[src/rtl/sdram_cmd_params.svh]
// timing counts and field positions for the sdram command and bank tracker
`ifndef SDRAM_CMD_PARAMS_SVH
`define SDRAM_CMD_PARAMS_SVH
`define CLOCK_PERIOD_NS      5
`define ROW_BITS             11
`define COL_BITS             8
`define BANK_COUNT           4
`define MASK_LANES           4
`define PRE_SEL_BIT          10
`define BURST_LEN_LSB        0
`define BURST_LEN_FULL       3'h7
`define BURST_LEN_ONE        3'h0
`endif

[src/rtl/sdram_cmd_pkg.sv]
// types shared by the sdram command decoder and bank tracker
package sdram_cmd_pkg;
    // decoded command of one cycle
    typedef enum logic [3:0] {
        CMD_DESELECT   = 4'h0,
        CMD_NOP        = 4'h1,
        CMD_OPEN_ROW   = 4'h2,
        CMD_CLOSE_ONE  = 4'h3,
        CMD_CLOSE_ALL  = 4'h4,
        CMD_READ       = 4'h5,
        CMD_WRITE      = 4'h6,
        CMD_MODE_SET   = 4'h7,
        CMD_BURST_STOP = 4'h8,
        CMD_REFRESH    = 4'h9,
        CMD_SELF_ENTRY = 4'ha,
        CMD_CLK_HOLD   = 4'hb,
        CMD_PWR_ENTRY  = 4'hc,
        CMD_WAKE       = 4'hd
    } cmd_t;
    // command pins sampled at one edge
    typedef struct packed {
        logic        cs_n;
        logic        ras_n;
        logic        cas_n;
        logic        we_n;
        logic        cke;
        logic [1:0]  bank_select;
        logic [10:0] addr;
        logic [3:0]  byte_mask;
    } cmd_pins_t;
    // device power state, one-hot
    typedef enum logic [3:0] {
        PS_RUN  = 4'h1,
        PS_HOLD = 4'h2,
        PS_PDN  = 4'h4,
        PS_SELF = 4'h8
    } pstate_t;
    // write strobe delivered to the array
    typedef struct packed {
        logic        valid;
        logic [1:0]  bank;
        logic [10:0] row;
        logic [7:0]  col;
        logic [3:0]  lane_en;
    } wr_req_t;
endpackage

[src/rtl/sdram_command_bank_state.sv]
// command decoder and per-bank state tracking of a four-bank sdram
//----------------------------------------------------------------------
// Summary of operation
// - sample all command pins on rising edge
// - decode using previous and current clock enable
// - activate encoding: cs ras low, cas we high
// - activate opens bank, latches eleven-bit row
// - four banks, each idle or active
// - writes after activate are unmasked by default
// - single precharge: we low, bit10 low
// - single precharge returns chosen bank idle
// - precharge all: bit10 high, bank ignored
// - precharge all idles every bank, accepted in any bank state while running
// - clock enable fall with a non-nop strobe other than refresh suspends
// - power-down entry and exit on nop/deselect
// - falling clock enable in burst means suspend, except with a refresh strobe
// - burst stop ends the current burst
// - read/write encoding, bit10 autoprecharge except with full-page burst length, column bits
// - mode set all low, only when idle
// - mask high blocks its byte lane
//----------------------------------------------------------------------
`timescale 1ns/10ps
`default_nettype none
`include "sdram_cmd_params.svh"
module sdram_command_bank_state #(
    parameter int BANKS = `BANK_COUNT  // number of banks
) (
    // clock and reset
    input  wire logic                     clock,
    input  wire logic                     rst,
    // command bus from the memory controller
    input  wire sdram_cmd_pkg::cmd_pins_t pins,
    // decoded state
    output var  sdram_cmd_pkg::cmd_t      cmd_q,
    output var  logic [BANKS-1:0]         bank_active_q,
    output var  logic [43:0]              open_rows_q,
    output var  sdram_cmd_pkg::pstate_t   pstate_q,
    output var  logic                     burst_q,
    output var  logic [10:0]              mode_q,
    output var  sdram_cmd_pkg::wr_req_t   wr_q,
    output var  logic                     refresh_q
);
    import sdram_cmd_pkg::*;

    // idle bus assumed before the first sampled edge: deselect with
    // clock enable high, so no false clock enable fall follows reset
    localparam cmd_pins_t PINS_IDLE = '{cs_n: 1'b1, ras_n: 1'b1,
        cas_n: 1'b1, we_n: 1'b1, cke: 1'b1, bank_select: 2'h0,
        addr: 11'h000, byte_mask: 4'h0};

    // elaboration check: the row vector is sized for four banks
    if (BANKS != `BANK_COUNT) begin : g_bad_banks
        $error("only four banks are supported");
    end

    //------------------------------------------------------------------
    // input stage
    //------------------------------------------------------------------
    // pins come from the same clock domain as the controller, so a
    // single register captures them; no synchroniser is used
    cmd_pins_t pins_q;        // registered pins
    logic      cke_prev_q;    // clock enable of the previous cycle
    cmd_t      dec;           // decoded command

    // decode one command from a pin snapshot and the previous cke
    function automatic cmd_t decode(input cmd_pins_t p, input logic ckp);
        cmd_t c;
        c = CMD_DESELECT;
        if (!ckp) begin
            // low-to-high cke wakes, whatever the strobes say
            c = p.cke ? CMD_WAKE : CMD_DESELECT;
        end else if (!p.cke && (p.cs_n || (p.ras_n && p.cas_n && p.we_n))) begin
            c = CMD_PWR_ENTRY;
        end else if (!p.cke && !p.ras_n && !p.cas_n && p.we_n) begin
            c = CMD_SELF_ENTRY;
        end else if (!p.cke) begin
            c = CMD_CLK_HOLD;
        end else if (p.cs_n) begin
            c = CMD_DESELECT;
        end else begin
            case ({p.ras_n, p.cas_n, p.we_n})
                3'h3: c = CMD_OPEN_ROW;
                3'h2: c = p.addr[`PRE_SEL_BIT] ? CMD_CLOSE_ALL
                                               : CMD_CLOSE_ONE;
                3'h5: c = CMD_READ;
                3'h4: c = CMD_WRITE;
                3'h0: c = CMD_MODE_SET;
                3'h1: c = CMD_REFRESH;
                3'h6: c = CMD_BURST_STOP;
                default: c = CMD_NOP;
            endcase
        end
        return c;
    endfunction

    always_comb begin
        dec = decode(pins_q, cke_prev_q);
    end

    //------------------------------------------------------------------
    // bank, power and burst state
    //------------------------------------------------------------------
    logic [BANKS-1:0] bank_d;    // next bank state
    logic [43:0]      rows_d;    // next open rows
    pstate_t          ps_d;      // next power state
    logic             burst_d;   // next burst flag
    logic [8:0]       blen_q;    // remaining beats
    logic [8:0]       blen_d;
    logic [10:0]      mode_d;
    wr_req_t          wr_d;
    logic             ref_d;
    logic [8:0]       beats;     // burst length from mode register
    logic             all_idle;

    always_comb begin
        case (mode_q[2:0])
            3'h0:    beats = 9'h001;
            3'h1:    beats = 9'h002;
            3'h2:    beats = 9'h004;
            3'h3:    beats = 9'h008;
            default: beats = 9'h100;  // full page counts as one page
        endcase
        all_idle = (bank_active_q == '0);
    end

    always_comb begin
        bank_d  = bank_active_q;
        rows_d  = open_rows_q;
        ps_d    = pstate_q;
        burst_d = burst_q;
        blen_d  = blen_q;
        mode_d  = mode_q;
        wr_d    = '0;
        ref_d   = 1'b0;
        case (pstate_q)
            PS_RUN: begin
                // internal state only moves while running
                if (burst_q && blen_q != 9'h000 &&
                    mode_q[2:0] != `BURST_LEN_FULL) begin
                    blen_d = blen_q - 9'h001;
                    if (blen_q == 9'h001) burst_d = 1'b0;
                end
                case (dec)
                    CMD_OPEN_ROW: begin
                        if (!bank_active_q[pins_q.bank_select]) begin
                            bank_d[pins_q.bank_select] = 1'b1;
                            rows_d[pins_q.bank_select*11 +: 11] =
                                pins_q.addr;
                        end
                    end
                    CMD_CLOSE_ONE: begin
                        bank_d[pins_q.bank_select] = 1'b0;
                    end
                    CMD_CLOSE_ALL: begin
                        bank_d = '0;
                    end
                    CMD_READ, CMD_WRITE: begin
                        if (bank_active_q[pins_q.bank_select]) begin
                            burst_d = (beats != 9'h001);
                            blen_d  = beats - 9'h001;
                            if (dec == CMD_WRITE) begin
                                wr_d.valid = 1'b1;
                                wr_d.bank  = pins_q.bank_select;
                                wr_d.row   =
                                  open_rows_q[pins_q.bank_select*11 +: 11];
                                wr_d.col   = pins_q.addr[7:0];
                                // unmasked unless a mask is high
                                wr_d.lane_en = ~pins_q.byte_mask;
                            end
                            if (pins_q.addr[`PRE_SEL_BIT] &&
                                mode_q[2:0] != `BURST_LEN_FULL)
                                bank_d[pins_q.bank_select] = 1'b0;
                        end
                    end
                    CMD_BURST_STOP: begin
                        burst_d = 1'b0;
                        blen_d  = 9'h000;
                    end
                    CMD_MODE_SET: begin
                        if (all_idle) mode_d = pins_q.addr;
                    end
                    CMD_REFRESH: begin
                        ref_d = all_idle;
                    end
                    CMD_SELF_ENTRY: begin
                        if (all_idle) ps_d = PS_SELF;
                    end
                    CMD_PWR_ENTRY: begin
                        // a burst in flight turns this into a suspend
                        ps_d = burst_q ? PS_HOLD : PS_PDN;
                    end
                    CMD_CLK_HOLD: begin
                        ps_d = PS_HOLD;
                    end
                    default: begin
                        // deselect and nop change nothing
                    end
                endcase
            end
            PS_HOLD: begin
                if (dec == CMD_WAKE) ps_d = PS_RUN;
            end
            default: begin
                // power-down and self refresh need nop/deselect to exit
                if (dec == CMD_WAKE &&
                    (pins_q.cs_n || (pins_q.ras_n && pins_q.cas_n &&
                                     pins_q.we_n)))
                    ps_d = PS_RUN;
            end
        endcase
    end

    // registers: pins captured on the rising edge only
    always_ff @(posedge clock) begin
        if (rst) begin
            pins_q        <= PINS_IDLE;
            cke_prev_q    <= 1'b1;
            cmd_q         <= CMD_DESELECT;
            bank_active_q <= '0;
            open_rows_q   <= '0;
            pstate_q      <= PS_RUN;
            burst_q       <= 1'b0;
            blen_q        <= 9'h000;
            mode_q        <= 11'h000;
            wr_q          <= '0;
            refresh_q     <= 1'b0;
        end else begin
            pins_q        <= pins;
            cke_prev_q    <= pins_q.cke;
            cmd_q         <= dec;
            bank_active_q <= bank_d;
            open_rows_q   <= rows_d;
            pstate_q      <= ps_d;
            burst_q       <= burst_d;
            blen_q        <= blen_d;
            mode_q        <= mode_d;
            wr_q          <= wr_d;
            refresh_q     <= ref_d;
        end
    end

    //------------------------------------------------------------------
    // checks
    //------------------------------------------------------------------
    close_all_a: assert property (@(posedge clock) disable iff (rst)
        (pstate_q == PS_RUN && dec == CMD_CLOSE_ALL) |=> bank_active_q == '0)
        else $error("precharge all left a bank open");
    open_row_a: assert property (@(posedge clock) disable iff (rst)
        (pstate_q == PS_RUN && dec == CMD_OPEN_ROW &&
         !bank_active_q[pins_q.bank_select])
        |=> bank_active_q[$past(pins_q.bank_select)])
        else $error("activate did not open bank");
    close_one_a: assert property (@(posedge clock) disable iff (rst)
        (pstate_q == PS_RUN && dec == CMD_CLOSE_ONE)
        |=> !bank_active_q[$past(pins_q.bank_select)])
        else $error("precharge left bank open");
    hold_entry_a: assert property (@(posedge clock) disable iff (rst)
        (pstate_q == PS_RUN && dec == CMD_PWR_ENTRY && burst_q)
        |=> pstate_q == PS_HOLD)
        else $error("power-down entered during burst");
    wake_a: assert property (@(posedge clock) disable iff (rst)
        (pstate_q == PS_HOLD && dec == CMD_WAKE) |=> pstate_q == PS_RUN)
        else $error("suspend exit failed");
    frozen_a: assert property (@(posedge clock) disable iff (rst)
        (pstate_q != PS_RUN) |=> $stable(bank_active_q))
        else $error("bank state moved while frozen");
    stop_a: assert property (@(posedge clock) disable iff (rst)
        (pstate_q == PS_RUN && dec == CMD_BURST_STOP) |=> !burst_q)
        else $error("burst stop ignored");
    mask_a: assert property (@(posedge clock) disable iff (rst)
        (pstate_q == PS_RUN && dec == CMD_WRITE &&
         bank_active_q[pins_q.bank_select])
        |=> wr_q.valid && wr_q.lane_en == ~$past(pins_q.byte_mask))
        else $error("byte lanes wrong on write");
    deselect_a: assert property (@(posedge clock) disable iff (rst)
        (cke_prev_q && pins_q.cke && pins_q.cs_n) |-> dec == CMD_DESELECT)
        else $error("deselect decoded as command");
endmodule
`default_nettype wire

[config.mk]
export PLATFORM = sky130hd
export DESIGN_NAME = sdram_command_bank_state
export DESIGN_NICKNAME = d
export VERILOG_FILES = /design/src/rtl/sdram_cmd_pkg.sv /design/src/rtl/sdram_command_bank_state.sv
export VERILOG_INCLUDE_DIRS = /design/src /design/src/rtl
export SDC_FILE = /design/constraint.sdc
export NUM_CORES = 1
export LEC_CHECK = 0
export BUFFER_PORTS_ARGS = -buffer_cell sky130_fd_sc_hd__buf_2
export CAP_MARGIN = 25
export CORE_MARGIN = 5
export CORE_UTILIZATION = 50
export CTS_CLUSTER_SIZE = 10
export DETAILED_ROUTE_END_ITERATION = 8
export PLACE_DENSITY = 0.74
export SKIP_CTS_REPAIR_TIMING = 1
export SLEW_MARGIN = 10
export SYNTH_ARGS = -nofsm -noshare
export SYNTH_HDL_FRONTEND = slang
export SYNTH_SLANG_ARGS = --single-unit
[constraint.sdc]
create_clock -name clock -period 3.4 [get_ports clock]
set_input_delay 0.85 -clock clock [delete_from_list [all_inputs] [get_ports clock]]
set_output_delay 0.85 -clock clock [all_outputs]
set_load 0.1 [all_outputs]
# Word-level counts from Yosys, hierarchy flattened
# Cells that the tools add are included.
# word_totals
ff_bits	127
inputBits	24
word_cells	133
# op_classes
add_sub_neg	3
mul	1
order_cmp	2
n_eq_ne	32
shifts	3
n_mux	32
bitwise	9
reduce_logical	29
# op_table
op	n
$mux W4	12
$bwmux W44	1
$shift A11 B34 Y44 const A	1
$shiftx A11 B34 Y44	1
$shiftx A44 B7 Y11	1
$pmux W9 S4	1
$neg A6 Y34	1
$pmux W4 S7	1
$mux W26	1
$eq A4 B4 Y1 const B	6
$mux W9	2
$pmux W9 S2	1
$sub A9 B1 Y9 const B	2
$eq A4 B3 Y1 const B	4
$pmux W4 S4	1
$eq A3 B2 Y1 const B	4
$eq A4 B2 Y1 const B	3
$pmux W4 S3	1
$logic_and A1 B1 Y1	11
$eq A3 B3 Y1 const B	3
$eq A9 B1 Y1 const B	1
$ne A9 B1 Y1 const B	1
$reduce_bool A9 Y1	1
$ne A2 B2 Y1 const B	4
30 further kinds	46

# Logic depth before layout (Yosys ltp)
# logic_depth
word_depth	11
ltp_mapped	10
depth_no_buf	7

# Least setup slack after synthesis
# No wires, ideal clock.
# synth_path
kind	register to register
startpoint	register pstate_q[0]
endpoint	register open_rows_q[19]
setup_ns	0.070
t_arrival_ns	2.607
required_ns	3.330
path_slack_ns	0.723
path_stages_with_launch	9
path_buffers	1
path_cell_list	dfxtp_1 > nor2b_1 > nand2_1 > or3_4 > nor4b_4 > and2_1 > buf_6 > nand4_1 > a21oi_1
# synth_between
elab_chain_len	2
# synth_lines
element	line_no	source
from (decl)	sdram_command_bank_state.sv:37	output var sdram_cmd_pkg::pstate_t pstate_q,
from (signal assigned)	sdram_command_bank_state.sv:233	pstate_q <= ps_d;
$eq A4 B1 Y1	sdram_command_bank_state.sv:135	case (pstate_q)
$reduce_and A3 Y1 (no line)	n/a	
to (signal assigned)	sdram_command_bank_state.sv:232	open_rows_q <= rows_d;
to (decl)	sdram_command_bank_state.sv:36	output var logic [43:0] open_rows_q,
# No other way between the ends.
# A chain may end at the register's enable or synchronous reset.

# Worst setup path after layout
# layout_path
startpoint	register pins_q[20] (netlist name)
endpoint	register blen_q[1]
# layout_between
elab_chain_len	10
# layout_lines
element	line_no	source
from (decl)	sdram_command_bank_state.sv:61	cmd_pins_t pins_q;
from (signal assigned)	sdram_command_bank_state.sv:228	pins_q <= pins;
$eq A3 B3 Y1, or another cell as far along	sdram_command_bank_state.sv:81	case ({p.ras_n, p.cas_n, p.we_n})
$pmux W4 S7 / $logic_and A1 B1 Y1 (equally long branches)	sdram_command_bank_state.sv:81, sdram_command_bank_state.sv:74	
$mux W4 / $logic_and A1 B1 Y1 (equally long branches)	sdram_command_bank_state.sv:78, sdram_command_bank_state.sv:74	
$mux W4 / $logic_and A1 B1 Y1 (equally long branches)	sdram_command_bank_state.sv:76, sdram_command_bank_state.sv:74	
$mux W4	sdram_command_bank_state.sv:74	end else if (!p.cke && !p.ras_n && !p.cas_n && p.we_n) begin
$mux W4 (*)	sdram_command_bank_state.sv:72	end else if (!p.cke && (p.cs_n || (p.ras_n && p.cas_n && p.we_n))) begin
$mux W4 (*)	sdram_command_bank_state.sv:69	if (!ckp) begin
$eq A4 B3 Y1	sdram_command_bank_state.sv:143	case (dec)
$reduce_or A2 Y1	sdram_command_bank_state.sv:143	
$pmux W9 S2 (*)	sdram_command_bank_state.sv:143	
to (signal assigned)	sdram_command_bank_state.sv:235	blen_q <= blen_d;
to (decl)	sdram_command_bank_state.sv:107	logic [8:0] blen_q;
# Mark *: on every way between the ends. The rest lies on a longest branch, timed or not.

==> impl_metrics.toml <==
[sta]
final_max_slew_viol_count = 0
maxSlewHeadroom_pct = 58.2
hold_viol_final = 0
worst_pin_slew_ps = 625
min_period_ps = 2720
clock.fmax_ghz = 0.368
hold_slack_ps = 384
tns_ps = 0
period_share_pct = 80.0
grt_setup_unrepaired = "false"
skew_ps = 6.29
setup_viol_count_final = 0

[min_path]
hp-class = "reg2reg"

[global_route]
grt_util_met1_pct = 28.6
grt_pass1_wl_mm = 23.9
grt_busiest_layer = "met2"
use_met3_pct = 7.15
antenna_found_initial = 0
groute.usage.overall_pct = 22.8
use_met2_pct = 36.9
grt_max_degree = 50
grt-ovfl-total = 0
grt_pass1_vias = 4819

[synth]
async_flop_share_pct = 0
netlist_area_um2 = 5560
synth_warnings = 0
synth_top_area_cell = "dfxtp_1"
synth-edff-count = 0
synth_fp_nets = 654
synth_ff_type = "dfxtp_1"
synth_cell_types = 64
synth-seq-cells = 127
synth.avg_cell_area_um2 = 9.01
syn_inst = 617
synth-seq-area-share_pct = 45.7
synthTopCellsByArea = "dfxtp_1 (46%), a21oi_1 (5.5%), nand2_1 (5.0%)"
synth_top_area_share_pct = 45.7

[placed_design]
port_buffers = 118
place_congestion = 0.889
hpwl_mm = 10.7
dp.cells = 844
placed_cell_area_um2 = 6200

[power]
p_int_mw = 2.86
pwr-share-seq_pct = 39.9
clockPowerShare_pct = 43.9
switching_power_mw = 1.15
p_sw_share_pct = 28.6
peakVddDrop_mv = 0.341
combPwrFrac_pct = 16.2
p_per_area_nw_per_um2 = 590
p_leak_nw = 2.93

[setup_path]
crit_chain = "nor4bb_1, o31ai_2, nor3_1, and3_1, nor2_2, a221oi_1, a211oi_1"
max_stage_delay_ps = 550
critPathLaunchType = "flop"
crit_type = "reg2reg"
worstPathArrival_ps = 3110
cp_slowest_cell = "dfxtp_1"
critPathCaptureType = "flop"
crit_required_ps = 3800
worstPathMaxFanout = 14

[clocking]
clock_latency_ps = 520
cts.sinks = 127
clk_pin_slew_ps = 60
cts.path.max_buffers = 2
cts_root_buffer = "clkbuf_8"
numCtsBuffers = 17
cts_tree = "built"
htree_num_levels = 4

[layout]
postLayoutCoreUtil_pct = 62.4
final_common_cell = "dfxtp_1"
design_area_um2 = 6790
fillers = 919
ff_latch_area_um2 = 2540
multiInputGateArea_um2 = 2750
layout_common_cells = "dfxtp_1 (127), buf_2 (118), nand2_1 (74)"
layout.nets = 760
drive_gt1_share_pct = 25.5
diodes = 0
fin_cells = 876
area_delta_synth_final_pct = 22.1

[detailed_routing]
finalWirelength_mm = 14.9
remaining_drc_errors = 0
ant_nets = 0
wire_per_inst_um = 17.0
dr.pass1.iters = 5
vias_per_cell = 5.70
dr.first_iter.drc_count = 406
vias = 4991

[job]
drv_cap = 0

[floorplan]
design.core.area_um2 = 10900
num_io_pins = 119
die_w_um = 115
row_count = 38
die_h_um = 115
die_area_um2 = 13300
start_util_pct = 51.1

[run_status]
outcome = "finished clean"
power by group through the flow:
stage | clock (mW) | sequential (mW) | combinational (mW)
after floorplan | 0 | 1.74 | 0.381
after global placement | 0 | 1.62 | 0.618
after detailed placement | 0 | 1.63 | 0.640
after CTS | 1.78 | 1.59 | 0.644
after global routing | 1.86 | 1.60 | 0.703
final | 1.76 | 1.60 | 0.648
metrics by stage:
| stage | power (mW) | worst slack (ps) |
|---|---|---|
| 6_report | 4.01 | 682 |
| 5_1_grt | 4.17 | 531 |
| 4_1_cts | 4.02 | 750 |
| 3_5_place_dp | 2.27 | 754 |
| 3_3_place_gp | 2.24 | 836 |
| 2_1_floorplan | 2.12 | 723 |
routing by layer:
metal,vias up,share of wire [%]
li1,2372,-
met1,2370,42
met2,219,48
met3,30,8.7
met4,0,2.0
met5,-,0
synthesized netlist by cell type, drive strengths merged, types with 9 or more instances:
cell type and instances:
nand2b 11, or2 10, o21ai 14, ha 13, a21oi 61, nand2 74, nor2 37, nand3 47
clkbuf 27, buf 15, inv 15, or3 9, mux2i 14, dfxtp 127, mux4 12, nor2b 23
and2 24
layout make-up:
cell class	instances	share of cell area, %
clock inverter	8	1.53
timing repair buffer	129	9.92
tap	140	2.58
inverter	16	0.885
clock buffer	24	7.08
sequential	127	37.4
multi-input combinational	432	40.6
cells by family after synthesis:
group / Yosys count / share of synthesized area [%]
and+or+nand+nor: 277 / 26.0
muxes: 26 / 7.38
AOI/OAI and AO/OA: 113 / 12.8
DFF: 127 / 45.7
xor gates and xnor gates: 3 / 0.473
adders and majority gates: 13 / 2.93
buffers and inverters: 58 / 4.73
worst paths after layout:
check                           cells after the start  slack [ps]   endpoint  startpoint
worst max-delay path                                7         680  blen_q[1]  pins_q[20]
worst min register to register                      1         380    wr_q[0]   pins_q[0]
worst min-delay path                                1         380    wr_q[0]   pins_q[0]
worst max register to register                      7         680  blen_q[1]  pins_q[20]
worst max-delay path: cells and delay by family (launching register included):
kind               cells  cell delay [ps]
DFF                    1              550
AOI/OAI and AO/OA      3              600
and+or+nand+nor        4             1450
sequential cells by signal, summed over array words and instances, names as in the netlist:
| register | cells |
|---|---|
| open_rows_q | 44 |
| wr_q | 26 |
| pins_q | 22 |
| mode_q | 11 |
| blen_q | 9 |
| bank_active_q | 4 |
| cmd_q | 4 |
| pstate_q | 4 |
| burst_q | 1 |
| cke_prev_q | 1 |
| refresh_q | 1 |
Power figures use the tool's default switching activity.
